$ cat src/t16b_pkg.sv
package t16b_pkg;
	// ------------------------------------------------------------
	// Byte locations on the I/O bus
	// ------------------------------------------------------------
	localparam logic [3:0] LOC_CTRL_A  = 4'h0;
	localparam logic [3:0] LOC_CTRL_B  = 4'h1;
	localparam logic [3:0] LOC_CNT_LO  = 4'h2;
	localparam logic [3:0] LOC_CNT_HI  = 4'h3;
	localparam logic [3:0] LOC_CMPA_LO = 4'h4;
	localparam logic [3:0] LOC_CMPA_HI = 4'h5;
	localparam logic [3:0] LOC_CMPB_LO = 4'h6;
	localparam logic [3:0] LOC_CMPB_HI = 4'h7;
	localparam logic [3:0] LOC_CAP_LO  = 4'h8;
	localparam logic [3:0] LOC_CAP_HI  = 4'h9;
	localparam logic [3:0] LOC_FLAGS   = 4'hA;

	// ------------------------------------------------------------
	// Field positions and reset values
	// ------------------------------------------------------------
	localparam int         CS_LSB      = 0;  // control_reg_b [2:0]
	localparam int         WGM_LO_LSB  = 0;  // control_reg_a [1:0]
	localparam int         WGM_HI_LSB  = 3;  // control_reg_b [4:3]
	localparam int         OVF_BIT     = 0;  // flags register
	localparam logic [7:0] CTRL_RST    = 8'h00;
	localparam logic [15:0] VAL_RST    = 16'h0000;
	localparam logic [15:0] TOP_8BIT   = 16'h00FF;
	localparam logic [15:0] TOP_9BIT   = 16'h01FF;
	localparam logic [15:0] TOP_10BIT  = 16'h03FF;
	localparam logic [15:0] CNT_MAX    = 16'hFFFF;
	localparam logic [15:0] CNT_BOTTOM = 16'h0000;

	// ------------------------------------------------------------
	// Clock source select codes
	// ------------------------------------------------------------
	localparam logic [2:0] CS_STOP     = 3'h0;
	localparam logic [2:0] CS_DIV1     = 3'h1;
	localparam logic [2:0] CS_DIV8     = 3'h2;
	localparam logic [2:0] CS_DIV64    = 3'h3;
	localparam logic [2:0] CS_DIV256   = 3'h4;
	localparam logic [2:0] CS_DIV1024  = 3'h5;
	localparam logic [2:0] CS_EXT_FALL = 3'h6;
	localparam logic [2:0] CS_EXT_RISE = 3'h7;

	// ------------------------------------------------------------
	// Host Wishbone map and command fields
	// ------------------------------------------------------------
	localparam logic [3:0] WB_CMD      = 4'h0;
	localparam logic [3:0] WB_STATUS   = 4'h4;
	localparam int         CMD_WR_BIT  = 4;
	localparam int         CMD_WD_BIT  = 5;
	localparam int         CMD_DAT_LSB = 8;

	// Counting behaviour of a waveform mode
	typedef enum logic [1:0] {
		T16B_SEQ_WRAP = 2'b00,  // count up, wrap at MAX
		T16B_SEQ_CTC  = 2'b01,  // clear at top, overflow at MAX
		T16B_SEQ_FAST = 2'b10,  // clear at top, overflow at top
		T16B_SEQ_DUAL = 2'b11   // up then down, overflow at bottom
	} t16b_seq_t;
endpackage

$ cat src/t16b_io_if.sv
`timescale 1ns/1ns
`default_nettype none
interface t16b_io_if (
	input wire logic clk_i,
	input wire logic rst_i
);
	logic [3:0] io_addr;
	logic [7:0] io_wdata;
	logic       io_wr;
	logic       io_rd;
	logic [7:0] io_rdata;
	logic       ovf_irq;

	modport cpu (
		input  clk_i, rst_i, io_rdata, ovf_irq,
		output io_addr, io_wdata, io_wr, io_rd
	);
	modport timer (
		input  clk_i, rst_i, io_addr, io_wdata, io_wr, io_rd,
		output io_rdata, ovf_irq
	);
endinterface
`default_nettype wire

$ cat src/t16b_timer.sv
// Operation
// - 16-bit values move as two byte accesses
// - one high-byte latch shared by all 16-bit registers
// - low-byte write loads latch and byte together
// - low-byte read copies high byte into latch
// - compare reads bypass the latch entirely
// - host writes high first, reads low first
// - host keeps two-byte accesses uninterrupted
// - latch holds value until next overwrite
// - tick from prescaler or external pin
// - 16-bit up/down counter with clear
// - top and bottom indications
// - counter high location accesses the latch
// - each tick clears, increments or decrements
// - select zero gives no ticks
// - counter accessible with or without ticks
// - CPU write beats clear or count
// - four-bit mode split over two controls
// - overflow flag set per mode, requests interrupt
// - host avoids writes in special cases
// - top is fixed, compare A or capture
// - maximum 0xFFFF, bottom 0x0000
//
// Decided for this implementation: the Wishbone interface to the registers and the register offsets.
`timescale 1ns/1ns
`default_nettype none
module t16b_timer
	import t16b_pkg::*;
(
	// Register side
	t16b_io_if.timer   bus,
	// Pins and status
	input  wire logic  ext_pin_i,
	output logic [15:0] count_o,
	output logic       top_o,
	output logic       bottom_o
);
	import t16b_pkg::*;

	logic [7:0]  ctrl_a;
	logic [7:0]  ctrl_b;
	logic [15:0] timer_count;
	logic [15:0] cmp_a;
	logic [15:0] cmp_b;
	logic [15:0] cap;
	logic [7:0]  hi_latch;
	logic        ovf_flag;
	logic        count_up;
	logic [9:0]  presc;
	logic [2:0]  pin_sync;
	logic        pin_level;
	logic        pin_level_q;
	logic        timer_tick;
	logic [2:0]  clock_source_select;
	logic [3:0]  waveform_mode_field;
	logic [15:0] top_val;
	t16b_seq_t   seq;
	logic        wr_cnt_lo;
	logic        ovf_set;
	logic [15:0] next_count;
	logic        next_up;

	// ------------------------------------------------------------
	// Mode decoding
	// ------------------------------------------------------------
	// Top value for a mode; modes 13 uses MAX as it is reserved
	function automatic logic [15:0] mode_top(input logic [3:0] m,
		input logic [15:0] ca, input logic [15:0] ic);
		case (m)
			4'h1, 4'h5: mode_top = TOP_8BIT;
			4'h2, 4'h6: mode_top = TOP_9BIT;
			4'h3, 4'h7: mode_top = TOP_10BIT;
			4'h4, 4'h9, 4'hB, 4'hF: mode_top = ca;
			4'h8, 4'hA, 4'hC, 4'hE: mode_top = ic;
			default: mode_top = CNT_MAX;
		endcase
	endfunction

	function automatic t16b_seq_t mode_seq(input logic [3:0] m);
		case (m)
			4'h1, 4'h2, 4'h3, 4'h8, 4'h9, 4'hA, 4'hB:
				mode_seq = T16B_SEQ_DUAL;
			4'h4, 4'hC: mode_seq = T16B_SEQ_CTC;
			4'h5, 4'h6, 4'h7, 4'hE, 4'hF: mode_seq = T16B_SEQ_FAST;
			default: mode_seq = T16B_SEQ_WRAP;
		endcase
	endfunction

	// Field split across both controls
	assign waveform_mode_field = {ctrl_b[WGM_HI_LSB +: 2],
		ctrl_a[WGM_LO_LSB +: 2]};
	assign clock_source_select = ctrl_b[CS_LSB +: 3];
	assign top_val = mode_top(waveform_mode_field, cmp_a, cap);
	assign seq     = mode_seq(waveform_mode_field);
	assign wr_cnt_lo = bus.io_wr && (bus.io_addr == LOC_CNT_LO);

	// ------------------------------------------------------------
	// Tick generation
	// ------------------------------------------------------------
	// Free-running prescaler; shared divider keeps phases aligned
	always_ff @(posedge bus.clk_i) begin
		if (bus.rst_i)
			presc <= 10'h000;
		else
			presc <= presc + 10'h001;
	end

	// Three-stage pin sync; level moves only when stages 2 and 3 agree
	always_ff @(posedge bus.clk_i) begin
		if (bus.rst_i) begin
			pin_sync    <= 3'h0;
			pin_level   <= 1'b0;
			pin_level_q <= 1'b0;
		end else begin
			pin_sync <= {pin_sync[1:0], ext_pin_i};
			if (pin_sync[1] == pin_sync[2])
				pin_level <= pin_sync[2];
			pin_level_q <= pin_level;
		end
	end

	// One-cycle tick enable from the selected source
	always_comb begin
		case (clock_source_select)
			CS_STOP:     timer_tick = 1'b0;
			CS_DIV1:     timer_tick = 1'b1;
			CS_DIV8:     timer_tick = &presc[2:0];
			CS_DIV64:    timer_tick = &presc[5:0];
			CS_DIV256:   timer_tick = &presc[7:0];
			CS_DIV1024:  timer_tick = &presc[9:0];
			CS_EXT_FALL: timer_tick = pin_level_q & ~pin_level;
			CS_EXT_RISE: timer_tick = ~pin_level_q & pin_level;
			default:     timer_tick = 1'b0;
		endcase
	end

	// ------------------------------------------------------------
	// Counter sequence
	// ------------------------------------------------------------
	// Next value on a tick, with its overflow event
	always_comb begin
		next_count = timer_count;
		next_up    = count_up;
		ovf_set    = 1'b0;
		case (seq)
			T16B_SEQ_WRAP: begin
				next_count = timer_count + 16'h0001;
				ovf_set = (timer_count == CNT_MAX);
			end
			T16B_SEQ_CTC: begin
				if (timer_count == top_val)
					next_count = CNT_BOTTOM;
				else
					next_count = timer_count + 16'h0001;
				ovf_set = (timer_count == CNT_MAX);
			end
			T16B_SEQ_FAST: begin
				if (timer_count >= top_val) begin
					next_count = CNT_BOTTOM;
					ovf_set = 1'b1;
				end else
					next_count = timer_count + 16'h0001;
			end
			T16B_SEQ_DUAL: begin
				// Turn at top and bottom; direction held between ticks
				if (count_up && timer_count >= top_val) begin
					next_up    = 1'b0;
					next_count = timer_count - 16'h0001;
				end else if (!count_up && timer_count == CNT_BOTTOM) begin
					next_up    = 1'b1;
					next_count = timer_count + 16'h0001;
					ovf_set    = 1'b1;
				end else if (count_up)
					next_count = timer_count + 16'h0001;
				else
					next_count = timer_count - 16'h0001;
			end
			default: next_count = timer_count;
		endcase
	end

	// Counter: a CPU write wins over any tick action
	always_ff @(posedge bus.clk_i) begin
		if (bus.rst_i) begin
			timer_count <= VAL_RST;
			count_up    <= 1'b1;
		end else if (wr_cnt_lo) begin
			timer_count <= {hi_latch, bus.io_wdata};
		end else if (timer_tick) begin
			timer_count <= next_count;
			count_up    <= next_up;
		end
	end

	// Overflow flag: write one clears, a same-cycle set wins
	always_ff @(posedge bus.clk_i) begin
		if (bus.rst_i)
			ovf_flag <= 1'b0;
		else if (timer_tick && ovf_set && !wr_cnt_lo)
			ovf_flag <= 1'b1;
		else if (bus.io_wr && bus.io_addr == LOC_FLAGS &&
			bus.io_wdata[OVF_BIT])
			ovf_flag <= 1'b0;
	end

	// ------------------------------------------------------------
	// Byte access
	// ------------------------------------------------------------
	// Control, compare and capture stores
	always_ff @(posedge bus.clk_i) begin
		if (bus.rst_i) begin
			ctrl_a <= CTRL_RST;
			ctrl_b <= CTRL_RST;
			cmp_a  <= VAL_RST;
			cmp_b  <= VAL_RST;
			cap    <= VAL_RST;
		end else if (bus.io_wr) begin
			case (bus.io_addr)
				LOC_CTRL_A:  ctrl_a <= bus.io_wdata;
				LOC_CTRL_B:  ctrl_b <= bus.io_wdata;
				LOC_CMPA_LO: cmp_a <= {hi_latch, bus.io_wdata};
				LOC_CMPB_LO: cmp_b <= {hi_latch, bus.io_wdata};
				// Capture is writable only where it sets top
				LOC_CAP_LO:
					if (waveform_mode_field inside {4'h8, 4'hA, 4'hC, 4'hE})
						cap <= {hi_latch, bus.io_wdata};
				default: ;
			endcase
		end
	end

	// Shared latch: high writes fill it, counter and capture low reads copy into it
	always_ff @(posedge bus.clk_i) begin
		if (bus.rst_i)
			hi_latch <= 8'h00;
		else if (bus.io_wr && (bus.io_addr == LOC_CNT_HI ||
			bus.io_addr == LOC_CMPA_HI || bus.io_addr == LOC_CMPB_HI ||
			bus.io_addr == LOC_CAP_HI))
			hi_latch <= bus.io_wdata;
		else if (bus.io_rd && bus.io_addr == LOC_CNT_LO)
			hi_latch <= timer_count[15:8];
		else if (bus.io_rd && bus.io_addr == LOC_CAP_LO)
			hi_latch <= cap[15:8];
	end

	// Read data, registered one cycle after the strobe
	always_ff @(posedge bus.clk_i) begin
		if (bus.rst_i)
			bus.io_rdata <= 8'h00;
		else if (bus.io_rd) begin
			case (bus.io_addr)
				LOC_CTRL_A:  bus.io_rdata <= ctrl_a;
				LOC_CTRL_B:  bus.io_rdata <= ctrl_b;
				LOC_CNT_LO:  bus.io_rdata <= timer_count[7:0];
				LOC_CNT_HI:  bus.io_rdata <= hi_latch;
				LOC_CMPA_LO: bus.io_rdata <= cmp_a[7:0];
				LOC_CMPA_HI: bus.io_rdata <= cmp_a[15:8];
				LOC_CMPB_LO: bus.io_rdata <= cmp_b[7:0];
				LOC_CMPB_HI: bus.io_rdata <= cmp_b[15:8];
				LOC_CAP_LO:  bus.io_rdata <= cap[7:0];
				LOC_CAP_HI:  bus.io_rdata <= hi_latch;
				LOC_FLAGS:   bus.io_rdata <= {7'h00, ovf_flag};
				default:     bus.io_rdata <= 8'h00;
			endcase
		end
	end

	// Status outputs; top and bottom lag the counter by one cycle
	always_ff @(posedge bus.clk_i) begin
		if (bus.rst_i) begin
			count_o     <= VAL_RST;
			top_o       <= 1'b0;
			bottom_o    <= 1'b0;
			bus.ovf_irq <= 1'b0;
		end else begin
			count_o     <= timer_count;
			top_o       <= (timer_count == top_val);
			bottom_o    <= (timer_count == CNT_BOTTOM);
			bus.ovf_irq <= ovf_flag;
		end
	end
endmodule
`default_nettype wire

$ cat src/flat_wrapper.sv
// flat-port wrapper written by rule: the top's interface ports become plain ports
module t16b_timer_flat import t16b_pkg::*;
  (ext_pin_i, count_o, top_o, bottom_o, clk_i, rst_i, bus_io_addr, bus_io_wdata, bus_io_wr, bus_io_rd, bus_io_rdata, bus_ovf_irq);
  t16b_io_if bus_i (.clk_i(clk_i), .rst_i(rst_i));
  input  wire logic ext_pin_i;
  output logic [15:0] count_o;
  output logic top_o;
  output logic bottom_o;
  input wire logic clk_i;
  input wire logic rst_i;
  input wire logic [$bits(bus_i.io_addr)-1:0] bus_io_addr;
  input wire logic [$bits(bus_i.io_wdata)-1:0] bus_io_wdata;
  input wire logic [$bits(bus_i.io_wr)-1:0] bus_io_wr;
  input wire logic [$bits(bus_i.io_rd)-1:0] bus_io_rd;
  output wire logic [$bits(bus_i.io_rdata)-1:0] bus_io_rdata;
  output wire logic [$bits(bus_i.ovf_irq)-1:0] bus_ovf_irq;
  assign bus_i.io_addr = bus_io_addr;
  assign bus_i.io_wdata = bus_io_wdata;
  assign bus_i.io_wr = bus_io_wr;
  assign bus_i.io_rd = bus_io_rd;
  assign bus_io_rdata = bus_i.io_rdata;
  assign bus_ovf_irq = bus_i.ovf_irq;
  t16b_timer u_core (.bus(bus_i), .ext_pin_i(ext_pin_i), .count_o(count_o), .top_o(top_o), .bottom_o(bottom_o));
endmodule
$ cat config.mk
export PLATFORM = sky130hd
export DESIGN_NAME = t16b_timer_flat
export DESIGN_NICKNAME = d
export VERILOG_FILES = /design/src/t16b_pkg.sv /design/src/t16b_io_if.sv /design/src/t16b_timer.sv /design/src/flat_wrapper.sv
export SDC_FILE = /design/constraint.sdc
export NUM_CORES = 1
export LEC_CHECK = 0
export BUFFER_PORTS_ARGS = -buffer_cell sky130_fd_sc_hd__buf_2
export CAP_MARGIN = 20
export CORE_MARGIN = 2
export CORE_UTILIZATION = 30
export CTS_CLUSTER_DIAMETER = 80
export DETAILED_ROUTE_END_ITERATION = 8
export GPL_TIMING_DRIVEN = 0
export MAX_ROUTING_LAYER = met4
export RECOVER_POWER = 25
export SYNTH_ARGS = -nofsm -noshare
export SYNTH_HDL_FRONTEND = slang
export SYNTH_SLANG_ARGS = --single-unit
$ cat constraint.sdc
create_clock -name clk_i -period 4 [get_ports clk_i]
set_clock_uncertainty 0.05 [all_clocks]
set_input_delay 0.4 -clock clk_i [delete_from_list [all_inputs] [get_ports clk_i]]
set_output_delay 0.4 -clock clk_i [all_outputs]
set_load 0.01 [all_outputs]
== After elaboration in Yosys (flattened, before gate mapping) ==
Memories as Yosys holds them, arrays and structs flattened.
Cells that the tools add are included.

* Output and inout port bits: 27
* Memory bits (read-only): 32
* Memories: 1
* Logic and storage cells: 128
* Bits of input ports: 17
* Register bits: 132

* Add/subtract/negate cells: 3
* $lt $le $gt $ge: 1
* Bitwise logic cells: 5
* Reductions and logical operators: 41
* Mux-type cells: 22
* Equality and inequality tests: 37

{| class="wikitable"
|+ Memory list
! name !! words !! bits a word !! read ports !! clocked after Yosys merged registers in !! wr ports !! RTL line !! source
|-
| (name not given) || 16 || 2 || 1 || 0 || 0 || t16b_timer.sv:80 || <nowiki>case (m)</nowiki>
|}

{| class="wikitable"
|+ Operators by type and width
! kind !! count
|-
| 16-bit 2-to-1 mux || 7
|-
| 16-bit one-hot mux with 5 select lines || 1
|-
| 8-bit one-hot mux with 10 select lines || 1
|-
| 16-bit one-hot mux with 4 select lines || 1
|-
| 4-bit equality test, second input constant || 10
|-
| 4-bit by 3-bit equality test with 1-bit output, second input constant || 8
|-
| 8-bit 2-to-1 mux || 3
|-
| 16-bit by 1-bit adder with 16-bit output, second input constant || 1
|-
| 16-bit equality test || 1
|-
| 16-bit equality test, second input constant || 1
|-
| 4-bit by 2-bit equality test with 1-bit output, second input constant || 4
|-
| 16-bit greater-or-equal comparator || 1
|-
| 16-bit logical NOT || 1
|-
| 16-bit by 1-bit subtractor with 16-bit output, second input constant || 1
|-
| 3-bit equality test, second input constant || 4
|-
| 10-bit by 1-bit adder with 10-bit output, second input constant || 1
|-
| 1-bit logical AND || 10
|-
| 10-bit AND reduction || 1
|-
| 2-bit OR reduction || 5
|-
| 4-bit by 1-bit equality test with 1-bit output, second input constant || 2
|-
| 1-bit one-hot mux with 8 select lines || 1
|-
| 2-bit AND reduction || 4
|-
| 8-bit AND reduction || 1
|-
| 4-bit OR reduction || 2
|-
| other kinds (20) || 37
|}

== Longest topological paths before layout ==
Gate-level depths: netlist (run 1).

* Depth after elaboration: 10
* Depth in mapped cells: 15
* Depth with buffers taken out: 12

== Worst setup path after synthesis (run 1) ==
OpenSTA, ideal clock, no wires.

* Path type: register to register
* From: reg u_core.ctrl_a[1]
* To: reg u_core.timer_count[2]
* Period minus slack after synthesis: 3.767 ns
* Setup slack: 0.233 ns
* Path buffers: 2
* Data required time: 3.847 ns
* Library setup time: 0.103 ns
* Cell stages (with the launch flop): 15
* Arrival time: 3.613 ns
* Cell sequence: dfxtp_1 clkbuf_1 nor2b_1 buf_2 mux2i_1 a22o_1 nor2_1 ha_1 nand4_1 or3_4 o311a_4 a21oi_4 a311oi_1 o32a_1 a2111oi_2

* Cells in the longest elaborated chain, start to end: 9
* Elaborated cells on any way between the ends: 34
* Those cells by class: order compare (1); eq/ne (18); mux (7); reduce/logical (7); memory (1)

{| class="wikitable"
|+ RTL lines
! what !! RTL line !! source
|-
| from (decl) || t16b_timer.sv:40 || <nowiki>logic [7:0] ctrl_a;</nowiki>
|-
| from (signal assigned) || t16b_timer.sv:219 || <nowiki>LOC_CTRL_A: ctrl_a <= bus.io_wdata;</nowiki>
|-
| 4-bit equality test (tied with other cells) || t16b_timer.sv:69 || <nowiki>case (m)</nowiki>
|-
| 4-bit OR reduction or 2-bit OR reduction (tied branches) || t16b_timer.sv:69 ||
|-
| 16-bit one-hot mux with 5 select lines || t16b_timer.sv:69 ||
|-
| 16-bit greater-or-equal comparator || t16b_timer.sv:158, t16b_timer.sv:166 ||
|-
| 1-bit logical AND || t16b_timer.sv:166 || <nowiki>if (count_up && timer_count >= top_val) begin</nowiki>
|-
| 16-bit 2-to-1 mux || t16b_timer.sv:166 ||
|-
| 16-bit one-hot mux with 4 select lines * || t16b_timer.sv:145 || <nowiki>case (seq)</nowiki>
|-
| 16-bit 2-to-1 mux * || t16b_timer.sv:189 || <nowiki>end else if (timer_tick) begin</nowiki>
|-
| 16-bit 2-to-1 mux * || t16b_timer.sv:187 || <nowiki>end else if (wr_cnt_lo) begin</nowiki>
|-
| to (signal assigned) || t16b_timer.sv:188 || <nowiki>timer_count <= {hi_latch, bus.io_wdata};</nowiki>
|-
| to (signal assigned) || t16b_timer.sv:190 || <nowiki>timer_count <= next_count;</nowiki>
|-
| to (decl) || t16b_timer.sv:42 || <nowiki>logic [15:0] timer_count;</nowiki>
|}

Every way passes the cells marked *; elsewhere a longest branch is shown, timed or not. The select of a mux whose other input is x is not followed.
A chain may end at the register's enable or synchronous reset.

== Worst setup path after layout (run 1) ==
* From: reg u_core.ctrl_a[0]
* To: reg u_core.timer_count[4]

Same word-level chain as after synthesis.

==> results.py, run 1 <==
metrics = {
    "routing": {
        "route.detailed.drc": 0,
        "drtIter0Drc": 819,
        "wl_mm": 28.30,
        "post_drt_wl_per_cell_um": 20.69,
        "vias": 7792,
        "viasPerCell": 5.696,
        "dr.pass1.iters": 5,
        "ant_nets": 0,
    },
    "synth": {
        "synth_area_per_cell_sq_um": 7.734,
        "synth_top_area_share_pct": 35.66,
        "synth_area_leaders": "dfxtp_1 (36%), nand2_1 (7.5%), a21oi_1 (7.4%)",
        "synth-edff-count": 0,
        "synth_warnings": 0,
        "yosysTopAreaCell": "dfxtp_1",
        "synth.cell_area_sq_um": 7410,
        "yosysSeqAreaShare_pct": 35.66,
        "synthDistinctLibCells": 73,
        "synthArstFlopShare_pct": 0,
        "syn_nets": 997,
        "synthesis.instances": 958,
        "ys_seq_elements": 132,
        "ys.flop_type": "dfxtp_1",
    },
    "cells_and_area": {
        "drive_gt1_share_pct": 10.34,
        "antennaDiodeCount": 0,
        "nets": 1070,
        "final_common_cell": "nand2_1",
        "synthToLayoutAreaGrowth_pct": 19.35,
        "final_cell_mix": "nand2_1 (148), dfxtp_1 (130), a21oi_1 (108)",
        "fin_cells": 1368,
    },
    "sta": {
        "slew_headroom_pct": 26.24,
        "worst_slack_ns": 0.1143,
        "worstMarginPinSlew_ns": 1.096,
        "setup_violations": 0,
        "period_share_pct": 97.14,
        "hold_viol": 0,
        "slew_viol_final": 0,
        "whs_ns": 0.1235,
        "fmaxAchievable_ghz": 0.2574,
        "fin_crit_ns": 3.886,
    },
    "clock_tree": {
        "root_buffer": "clkbuf_16",
        "numCtsBuffers": 17,
        "cts.path.max_buffers": 2,
        "insertion_delay_ns": 0.44,
        "cts_sinks": 132,
        "htreeDepth": 4,
        "tritoncts": "built",
        "ctsHoldBuffers": 0,
        "clk_pin_slew_ns": 0.06,
    },
    "grt": {
        "antenna_found_initial": 0,
        "grt_overflow": 0,
        "grt_pass1_vias": 7188,
        "grt_max_degree": 17,
        "grt_usage_pct": 22.32,
        "grt_pass1_wl_mm": 43.03,
    },
    "run_status": {
        "run_status": "complete, no violations",
    },
    "placed_design": {
        "gp_congestion": 0.9907,
        "io_buffers": 41,
        "pre_cts_ws_ns": -0.7866,
        "dp_cells": 1324,
        "hpwl_mm": 21.11,
    },
    "power_and_ir_drop": {
        "p_int_mw": 2.413,
        "p_sw_share_pct": 26.39,
        "p_comb_share_pct": 8.0,
        "power_leakage_nw": 3.290,
        "ir_drop_mv": 0.2263,
        "switchingPower_mw": 0.8653,
        "p_clk_share_pct": 50.4,
        "cellPowerDensity_nw_per_um2": 370.7,
        "pwr-share-seq_pct": 41.6,
    },
    "setup_path": {
        "crit_fanout": 9,
        "arrival_ns": 4.18,
        "cp.required_ns": 4.29,
        "path_class": "flop to flop",
        "worstSetupStartpointType": "flop",
        "cp-end-kind": "flop",
    },
    "die": {
        "dieArea_sq_um": 25970,
        "rows": 57,
        "die_w_um": 161.2,
        "die_height_um": 161.2,
        "coreArea_sq_um": 24320,
        "io_pins": 44,
        "initial_core_util_pct": 30.47,
    },
    "job": {
        "max-cap-violations": 0,
    },
    "hold_path": {
        "worstHoldPathType": "primary input to flop",
    },
}
-- per-layer routing --
layer | global-route usage, % | routed length, um
met4 | 9.537 | 1086
met2 | 33.61 | 12500
met5 | - | 0
met1 | 29.64 | 12340
met3 | 3.698 | 2379
-- worst paths after layout --
kind              slack [ns]                          start  cells past startpoint                                 end
setup / recovery        0.11  u_core.ctrl_a[0]$_SDFFE_PP0P_                     15  u_core.timer_count[4]$_SDFFE_PP0P_
hold / removal          0.12                      ext_pin_i                      2       u_core.pin_sync[0]$_SDFF_PP0_
setup reg to reg        0.11  u_core.ctrl_a[0]$_SDFFE_PP0P_                     15  u_core.timer_count[4]$_SDFFE_PP0P_
hold reg to reg         0.38  u_core.pin_sync[0]$_SDFF_PP0_                      1       u_core.pin_sync[1]$_SDFF_PP0_
-- stage by stage --
| step | area [sq um] | utilization, % | setup TNS [ns] | total power [mW] |
|---|---|---|---|---|
| detailed placement | 8024 | 32.99 | -9.976 | 1.640 |
| CTS | 8736 | 35.92 | 0 | 3.277 |
| global route | 8843 | 36.36 | -0.1136 | 3.375 |
| global placement | 8020 | 32.98 | -18.95 | 1.639 |
| floorplan | 7410 | - | 0 | 1.536 |
| finish | 8843 | 36.36 | 0 | 3.278 |
-- cell usage after synthesis (11+ instances only) --
cell type / count
nand2_1: 148
dfxtp_1: 132
a21oi_1: 110
nor2_1: 99
clkbuf_1: 61
o21ai_0: 34
nor2b_1: 33
nand3_1: 26
mux2i_1: 25
nor3_1: 23
ha_1: 22
a22oi_1: 13
and3_1: 13
nor4_1: 13
a211oi_1: 11
xor2_1: 11
-- worst max-delay path: stages (launching register included) --
cell and delay, ns:
dfxtp_1 0.36, or2_2 0.36, mux2i_4 0.25, buf_4 0.16
buf_4 0.11, a22o_1 0.15, nor2_1 0.07, ha_1 0.29
nand4_1 0.14, or3_4 0.39, o311a_4 0.40, a21o_1 0.18
clkbuf_4 0.21, nor2_4 0.25, nand3_2 0.14, o311ai_1 0.28
-- cells by family (layout without fill, tap and decap cells) --
logic type	Yosys count	in the layout	share of synthesized area, %
DFF	132	132	35.66
muxes	32	32	5.049
and+or+nand+nor	408	408	25.97
adders and majority gates	22	22	3.715
AOI/OAI and AO/OA	262	262	23.12
xor gates and xnor gates	18	18	2.128
buffers and inverters	84	170	4.357
-- state kept, by name, indices dropped and copies added, names as in the netlist --
| name | count |
|---|---|
| u_core.presc | 10 |
| u_core.top_o | 1 |
| u_core.pin_sync | 3 |
| u_core.pin_level_q | 1 |
| u_core.cap | 16 |
| u_core.count_o | 16 |
| u_core.cmp_a | 16 |
| u_core.hi_latch | 8 |
| u_core.count_up | 1 |
| u_core.bus.io_rdata | 8 |
| u_core.ovf_flag | 1 |
| u_core.timer_count | 16 |
| u_core.bottom_o | 1 |
| u_core.ctrl_a | 8 |
| u_core.ctrl_b | 8 |
| u_core.cmp_b | 16 |
| u_core.bus.ovf_irq | 1 |
| u_core.pin_level | 1 |
-- area by class of cell --
type	count	area [sq um]
fill	2600	15480
timing repair buffer	55	270.3
multi-input combinational	742	4569
clock buffer	18	439.2
tap	324	405.4
inverter	11	41.29
buffer	72	295.3
sequential	132	2648
clock inverter	14	175.2
-- timing repair --
item | CTS | global route
setup endpoints to repair | 18 | 17
pin swaps | 1 | 4
buffers inserted | 6 | 6
gates resized for setup | 15 | 31
cloned | 0 | 1
-- power groups by stage --
| stage | registers, mW | clock network (mW) | logic (mW) |
|---|---|---|---|
| after floorplan | 1.38 | 0 | 0.156 |
| after CTS | 1.36 | 1.66 | 0.251 |
| after global placement | 1.39 | 0 | 0.247 |
| after global routing | 1.36 | 1.73 | 0.280 |
| final | 1.36 | 1.65 | 0.261 |
| after detailed placement | 1.39 | 0 | 0.248 |
Power figures use the tool's default switching activity.
==> inputs of run 2 (changes only) <==
- SLEW_MARGIN: not set -> 20
- clock period: 4 -> 3.4 ns (I/O delays scaled with it)
==> results.py, run 2 (synthesis gave the netlist of run 1 again) <==
metrics = {
    "grt": {
        "grt_pass1_vias": 7122,
        "grt_overflow": 0,
        "antenna_found_initial": 0,
        "grt_usage_pct": 23.15,
        "grt_max_degree": 17,
        "grt_pass1_wl_mm": 44.07,
    },
    "clock_tree": {
        "cts_sinks": 132,
        "htreeDepth": 4,
        "root_buffer": "clkbuf_16",
        "tritoncts": "built",
        "numCtsBuffers": 17,
        "insertion_delay_ns": 0.43,
        "clk_pin_slew_ns": 0.06,
        "cts.path.max_buffers": 2,
    },
    "cells_and_area": {
        "fin_cells": 1385,
        "drive_gt1_share_pct": 14.33,
        "antennaDiodeCount": 0,
        "nets": 1089,
        "final_common_cell": "nand2_1",
        "synthToLayoutAreaGrowth_pct": 24.35,
        "final_cell_mix": "nand2_1 (147), dfxtp_1 (129), a21oi_1 (106)",
    },
    "placed_design": {
        "pre_cts_ws_ns": -0.8408,
        "io_buffers": 41,
        "dp_cells": 1323,
        "hpwl_mm": 21.42,
        "gp_congestion": 1.011,
    },
    "sta": {
        "grt_setup_unrepaired": "yes",
        "worst_slack_ns": -0.3074,
        "whs_ns": 0.08168,
        "worstMarginPinSlew_ns": 0.9977,
        "fin_crit_ns": 3.707,
        "slew_headroom_pct": 32.88,
        "setup_violations": 16,
        "slew_viol_final": 0,
        "hold_viol": 0,
        "period_share_pct": 109.0,
        "fmaxAchievable_ghz": 0.2697,
    },
    "die": {
        "die_height_um": 161.2,
        "coreArea_sq_um": 24320,
        "io_pins": 44,
        "dieArea_sq_um": 25970,
        "die_w_um": 161.2,
        "initial_core_util_pct": 30.47,
        "rows": 57,
    },
    "setup_path": {
        "worstReg2RegStart": "u_core.ctrl_a[0]$_SDFFE_PP0P_",
        "slowest_delay_ns": 0.44,
        "critPathSlowestCell": "or3_4",
        "cp.required_ns": 3.63,
        "crit_fanout": 10,
        "path_class": "flop to flop",
        "worstSetupStartpointType": "flop",
        "crit_chain": "buf_4 > or2_2 > nor2_4 > a21oi_1 > ha_1 > nand4_4 > or3_4 > or3_4 > a31oi_4 > buf_6 > a211oi_1 > o31ai_1 > a211oi_1",
        "arrival_ns": 3.94,
        "cp-end-kind": "flop",
        "cp-startpoint": "u_core.ctrl_a[0]$_SDFFE_PP0P_",
    },
    "power_and_ir_drop": {
        "pwr-share-seq_pct": 42.0,
        "switchingPower_mw": 1.006,
        "p_sw_share_pct": 26.36,
        "ir_drop_mv": 0.2742,
        "p_comb_share_pct": 8.5,
        "p_int_mw": 2.812,
        "p_total_mw": 3.818,
        "power_leakage_nw": 3.437,
        "cellPowerDensity_nw_per_um2": 414.4,
        "p_clk_share_pct": 49.5,
    },
    "job": {
        "max-cap-violations": 0,
    },
    "routing": {
        "drtIter0Drc": 830,
        "post_drt_wl_per_cell_um": 21.37,
        "viasPerCell": 5.705,
        "vias": 7902,
        "wl_mm": 29.59,
        "ant_nets": 0,
        "route.detailed.drc": 0,
        "dr.pass1.iters": 5,
    },
    "run_status": {
        "run_status": "finished, violations left",
        "violations": "negative setup slack",
    },
    "hold_path": {
        "worstHoldStart": "ext_pin_i",
        "worstHoldPathType": "primary input to flop",
    },
}
==> run 2: changes by cell type in the layout (fill, tap and decap cells not counted), sizes merged <==
| cell | delta |
|---|---|
| buf | +21 |
| clkbuf | -4 |
| clkinvlp | +1 |
| inv | -2 |
| mux2i | +1 |
==> run 2: what timing repair did <==
| item | in CTS | in global routing |
|---|---|---|
| cloned | 2 | 0 |
| endpoints found under the hold margin | 0 | 0 |
| buffers inserted | 25 | 5 |
| resized for setup | 59 | 27 |
| endpoints found under the setup margin | 18 | 18 |
| hold buffers | 0 | 0 |
| pin swaps | 35 | 22 |
==> run 2: worst max-delay path: cells and delay by family (launching register included) <==
kind                       cells  cell delay (ns)
and+or+nand+nor                5             1.55
adders and majority gates      1             0.37
DFF                            1             0.36
AOI/OAI and AO/OA              5             0.85
buffers and inverters          2             0.36
==> run 2: through the flow <==
step	util, %	TNS [ns]	instance area (sq um)
final	37.89	-3.327	9214
after global routing	37.89	-4.668	9214
after CTS	37.50	-1.918	9119
after detailed placement	33.16	-11.76	8064
after global placement	33.16	-11.96	8064
after floorplan	-	-0.04525	7453
==> run 2: power by group through the flow <==
stage	Sequential, mW	Clock (mW)	Combinational (mW)
floorplan	1.62	0	0.185
global placement	1.64	0	0.298
detailed placement	1.64	0	0.298
CTS	1.60	1.90	0.314
global route	1.61	1.98	0.349
finish	1.60	1.89	0.326
==> run 2: cell type report <==
class | count | area, sq um
fill | 2516 | 15110
timing repair buffer | 72 | 414.1
sequential | 132 | 2646
inverter | 11 | 41.29
tap | 324 | 405.4
clock inverter | 13 | 161.4
clock buffer | 17 | 425.4
buffer | 73 | 349.1
multi-input combinational | 743 | 4771
==> run 2: final timing paths <==
path,endpoint,slack [ns],cells past startpoint
worst min-delay path,u_core.pin_sync[0]$_SDFF_PP0_,0.08,2
worst min register to register,u_core.pin_sync[1]$_SDFF_PP0_,0.39,1
worst max register to register,u_core.timer_count[5]$_SDFFE_PP0P_,-0.31,13
worst max-delay path,u_core.timer_count[5]$_SDFFE_PP0P_,-0.31,13
==> run 2: per-layer routing <==
metal / routed length [um] / GRT usage [%]
met1: 12850 / 30.76
met2: 13210 / 34.94
met3: 2500 / 4.289
met4: 1030 / 8.969
met5: 0 / -
==> inputs of run 3 (changes only) <==
- CELL_PAD_IN_SITES_DETAIL_PLACEMENT: not set -> 1
- CELL_PAD_IN_SITES_GLOBAL_PLACEMENT: not set -> 1
- CTS_BUF_LIST: not set -> sky130_fd_sc_hd__clkbuf_8
- PLACE_DENSITY_LB_ADDON: not set -> 0.1
==> results.py, run 3 (synthesis gave the netlist of run 1 again) <==
metrics = {
    "run_status": {
        "run_status": "finished, violations left",
        "violations": "negative setup slack",
    },
    "die": {
        "rows": 57,
        "die_height_um": 161.2,
        "dieArea_sq_um": 25970,
        "io_pins": 44,
        "initial_core_util_pct": 30.47,
        "die_w_um": 161.2,
        "coreArea_sq_um": 24320,
    },
    "setup_path": {
        "cp-end-kind": "flop",
        "arrival_ns": 3.95,
        "worstSetupStartpointType": "flop",
        "crit_fanout": 6,
        "cp.required_ns": 3.67,
        "path_class": "flop to flop",
    },
    "power_and_ir_drop": {
        "switchingPower_mw": 1.005,
        "p_clk_share_pct": 43.7,
        "pwr-share-seq_pct": 46.4,
        "cellPowerDensity_nw_per_um2": 378.1,
        "p_int_mw": 2.454,
        "ir_drop_mv": 0.2039,
        "power_leakage_nw": 3.394,
        "p_comb_share_pct": 9.9,
        "p_sw_share_pct": 29.05,
    },
    "grt": {
        "grt_pass1_wl_mm": 49.22,
        "grt_usage_pct": 26.55,
        "antenna_found_initial": 0,
        "grt_overflow": 0,
        "grt_max_degree": 17,
        "grt_pass1_vias": 7708,
    },
    "routing": {
        "route.detailed.drc": 0,
        "dr.pass1.iters": 5,
        "wl_mm": 33.68,
        "drtIter0Drc": 587,
        "vias": 7848,
        "post_drt_wl_per_cell_um": 24.39,
        "ant_nets": 0,
        "viasPerCell": 5.683,
    },
    "sta": {
        "hold_viol": 0,
        "slew_headroom_pct": 35.07,
        "setup_violations": 15,
        "slew_viol_final": 0,
        "worst_slack_ns": -0.2711,
        "whs_ns": 0.01886,
        "fin_crit_ns": 3.671,
        "period_share_pct": 108.0,
        "fmaxAchievable_ghz": 0.2724,
        "grt_setup_unrepaired": "yes",
        "worstMarginPinSlew_ns": 0.9740,
    },
    "clock_tree": {
        "htreeDepth": 4,
        "root_buffer": "clkbuf_8",
        "clk_pin_slew_ns": 0.08,
        "tritoncts": "built",
        "cts.path.max_buffers": 2,
        "numCtsBuffers": 17,
        "insertion_delay_ns": 0.48,
        "cts_sinks": 132,
    },
    "cells_and_area": {
        "fill_cells": 2983,
        "nets": 1084,
        "drive_gt1_share_pct": 14.95,
        "antennaDiodeCount": 0,
        "final_cell_mix": "nand2_1 (147), dfxtp_1 (128), a21oi_1 (103)",
        "synthToLayoutAreaGrowth_pct": 23.45,
        "final_cell_area_sq_um": 9148,
        "final_common_cell": "nand2_1",
    },
    "placed_design": {
        "pre_cts_ws_ns": -0.8704,
        "io_buffers": 41,
        "gp_congestion": 0.9387,
        "placed_cell_area_sq_um": 8064,
        "hpwl_mm": 24.52,
    },
    "hold_path": {
        "worstHoldPathType": "primary input to flop",
    },
    "job": {
        "max-cap-violations": 0,
    },
}
run 3: final cells by class:
type                    instances  area [sq um]  share of cell area (%)
multi-input cells             742          4865                   53.18
well taps                     324         405.4                   4.432
plain buffers                  71         310.3                   3.392
clock buffers                  20         275.3                   3.009
clock inverters                11         150.1                   1.641
repair buffers                 70         445.4                   4.869
inverters                      11         41.29                  0.4514
flip-flops and latches        132          2655                   29.02
run 3: critical path, cell delays in order, from the launching register on:
cell,delay [ns]
dfxtp_4,0.38
nor2b_4,0.19
mux2i_4,0.32
buf_12,0.16
a22o_1,0.16
nor2_2,0.05
ha_1,0.31
nand4_1,0.13
or3_4,0.41
or3_4,0.43
a31oi_4,0.22
buf_6,0.19
a21oi_4,0.14
a221oi_4,0.34
nor4_2,0.06
run 3: final timing paths:
path | slack [ns] | cells past startpoint | to | start
max reg2reg | -0.27 | 14 | u_core.timer_count[14]$_SDFFE_PP0P_ | u_core.ctrl_b[3]$_SDFFE_PP0P_
min | 0.02 | 2 | u_core.pin_sync[0]$_SDFF_PP0_ | ext_pin_i
max | -0.27 | 14 | u_core.timer_count[14]$_SDFFE_PP0P_ | u_core.ctrl_b[3]$_SDFFE_PP0P_
min reg2reg | 0.40 | 1 | u_core.pin_sync[1]$_SDFF_PP0_ | u_core.pin_sync[0]$_SDFF_PP0_
run 3: repair_timing:
item | 4_1_cts | 5_1_grt
pin swaps | 26 | 46
cloned | 2 | 1
hold buffers | 0 | 0
gates resized for setup | 50 | 61
setup buffers | 17 | 11
endpoints found under the setup margin | 18 | 18
run 3: stage by stage:
step,setup TNS (ns),std cells,total power [mW],util (%)
finish,-2.805,1381,3.459,37.61
floorplan,-0.04525,958,1.809,-
global placement,-11.49,1323,1.949,33.16
CTS,-3.713,1373,3.476,36.66
detailed placement,-12.17,1323,1.950,33.16
global route,-4.950,1381,3.575,37.61
run 3: metal layers:
layer	global-route usage, %	wire, um	vias to the layer above
met5	-	0	-
met4	7.224	637	0
met3	3.980	1773	42
met2	41.98	15680	243
met1	35.51	15580	3938
li1	-	-	3625
run 3: power by group through the flow:
stage / registers, mW / clock network, mW / logic, mW
after CTS: 1.61 / 1.54 / 0.328
final: 1.60 / 1.51 / 0.343
after detailed placement: 1.64 / 0 / 0.308
after floorplan: 1.62 / 0 / 0.185
after global routing: 1.61 / 1.60 / 0.370
after global placement: 1.64 / 0 / 0.308
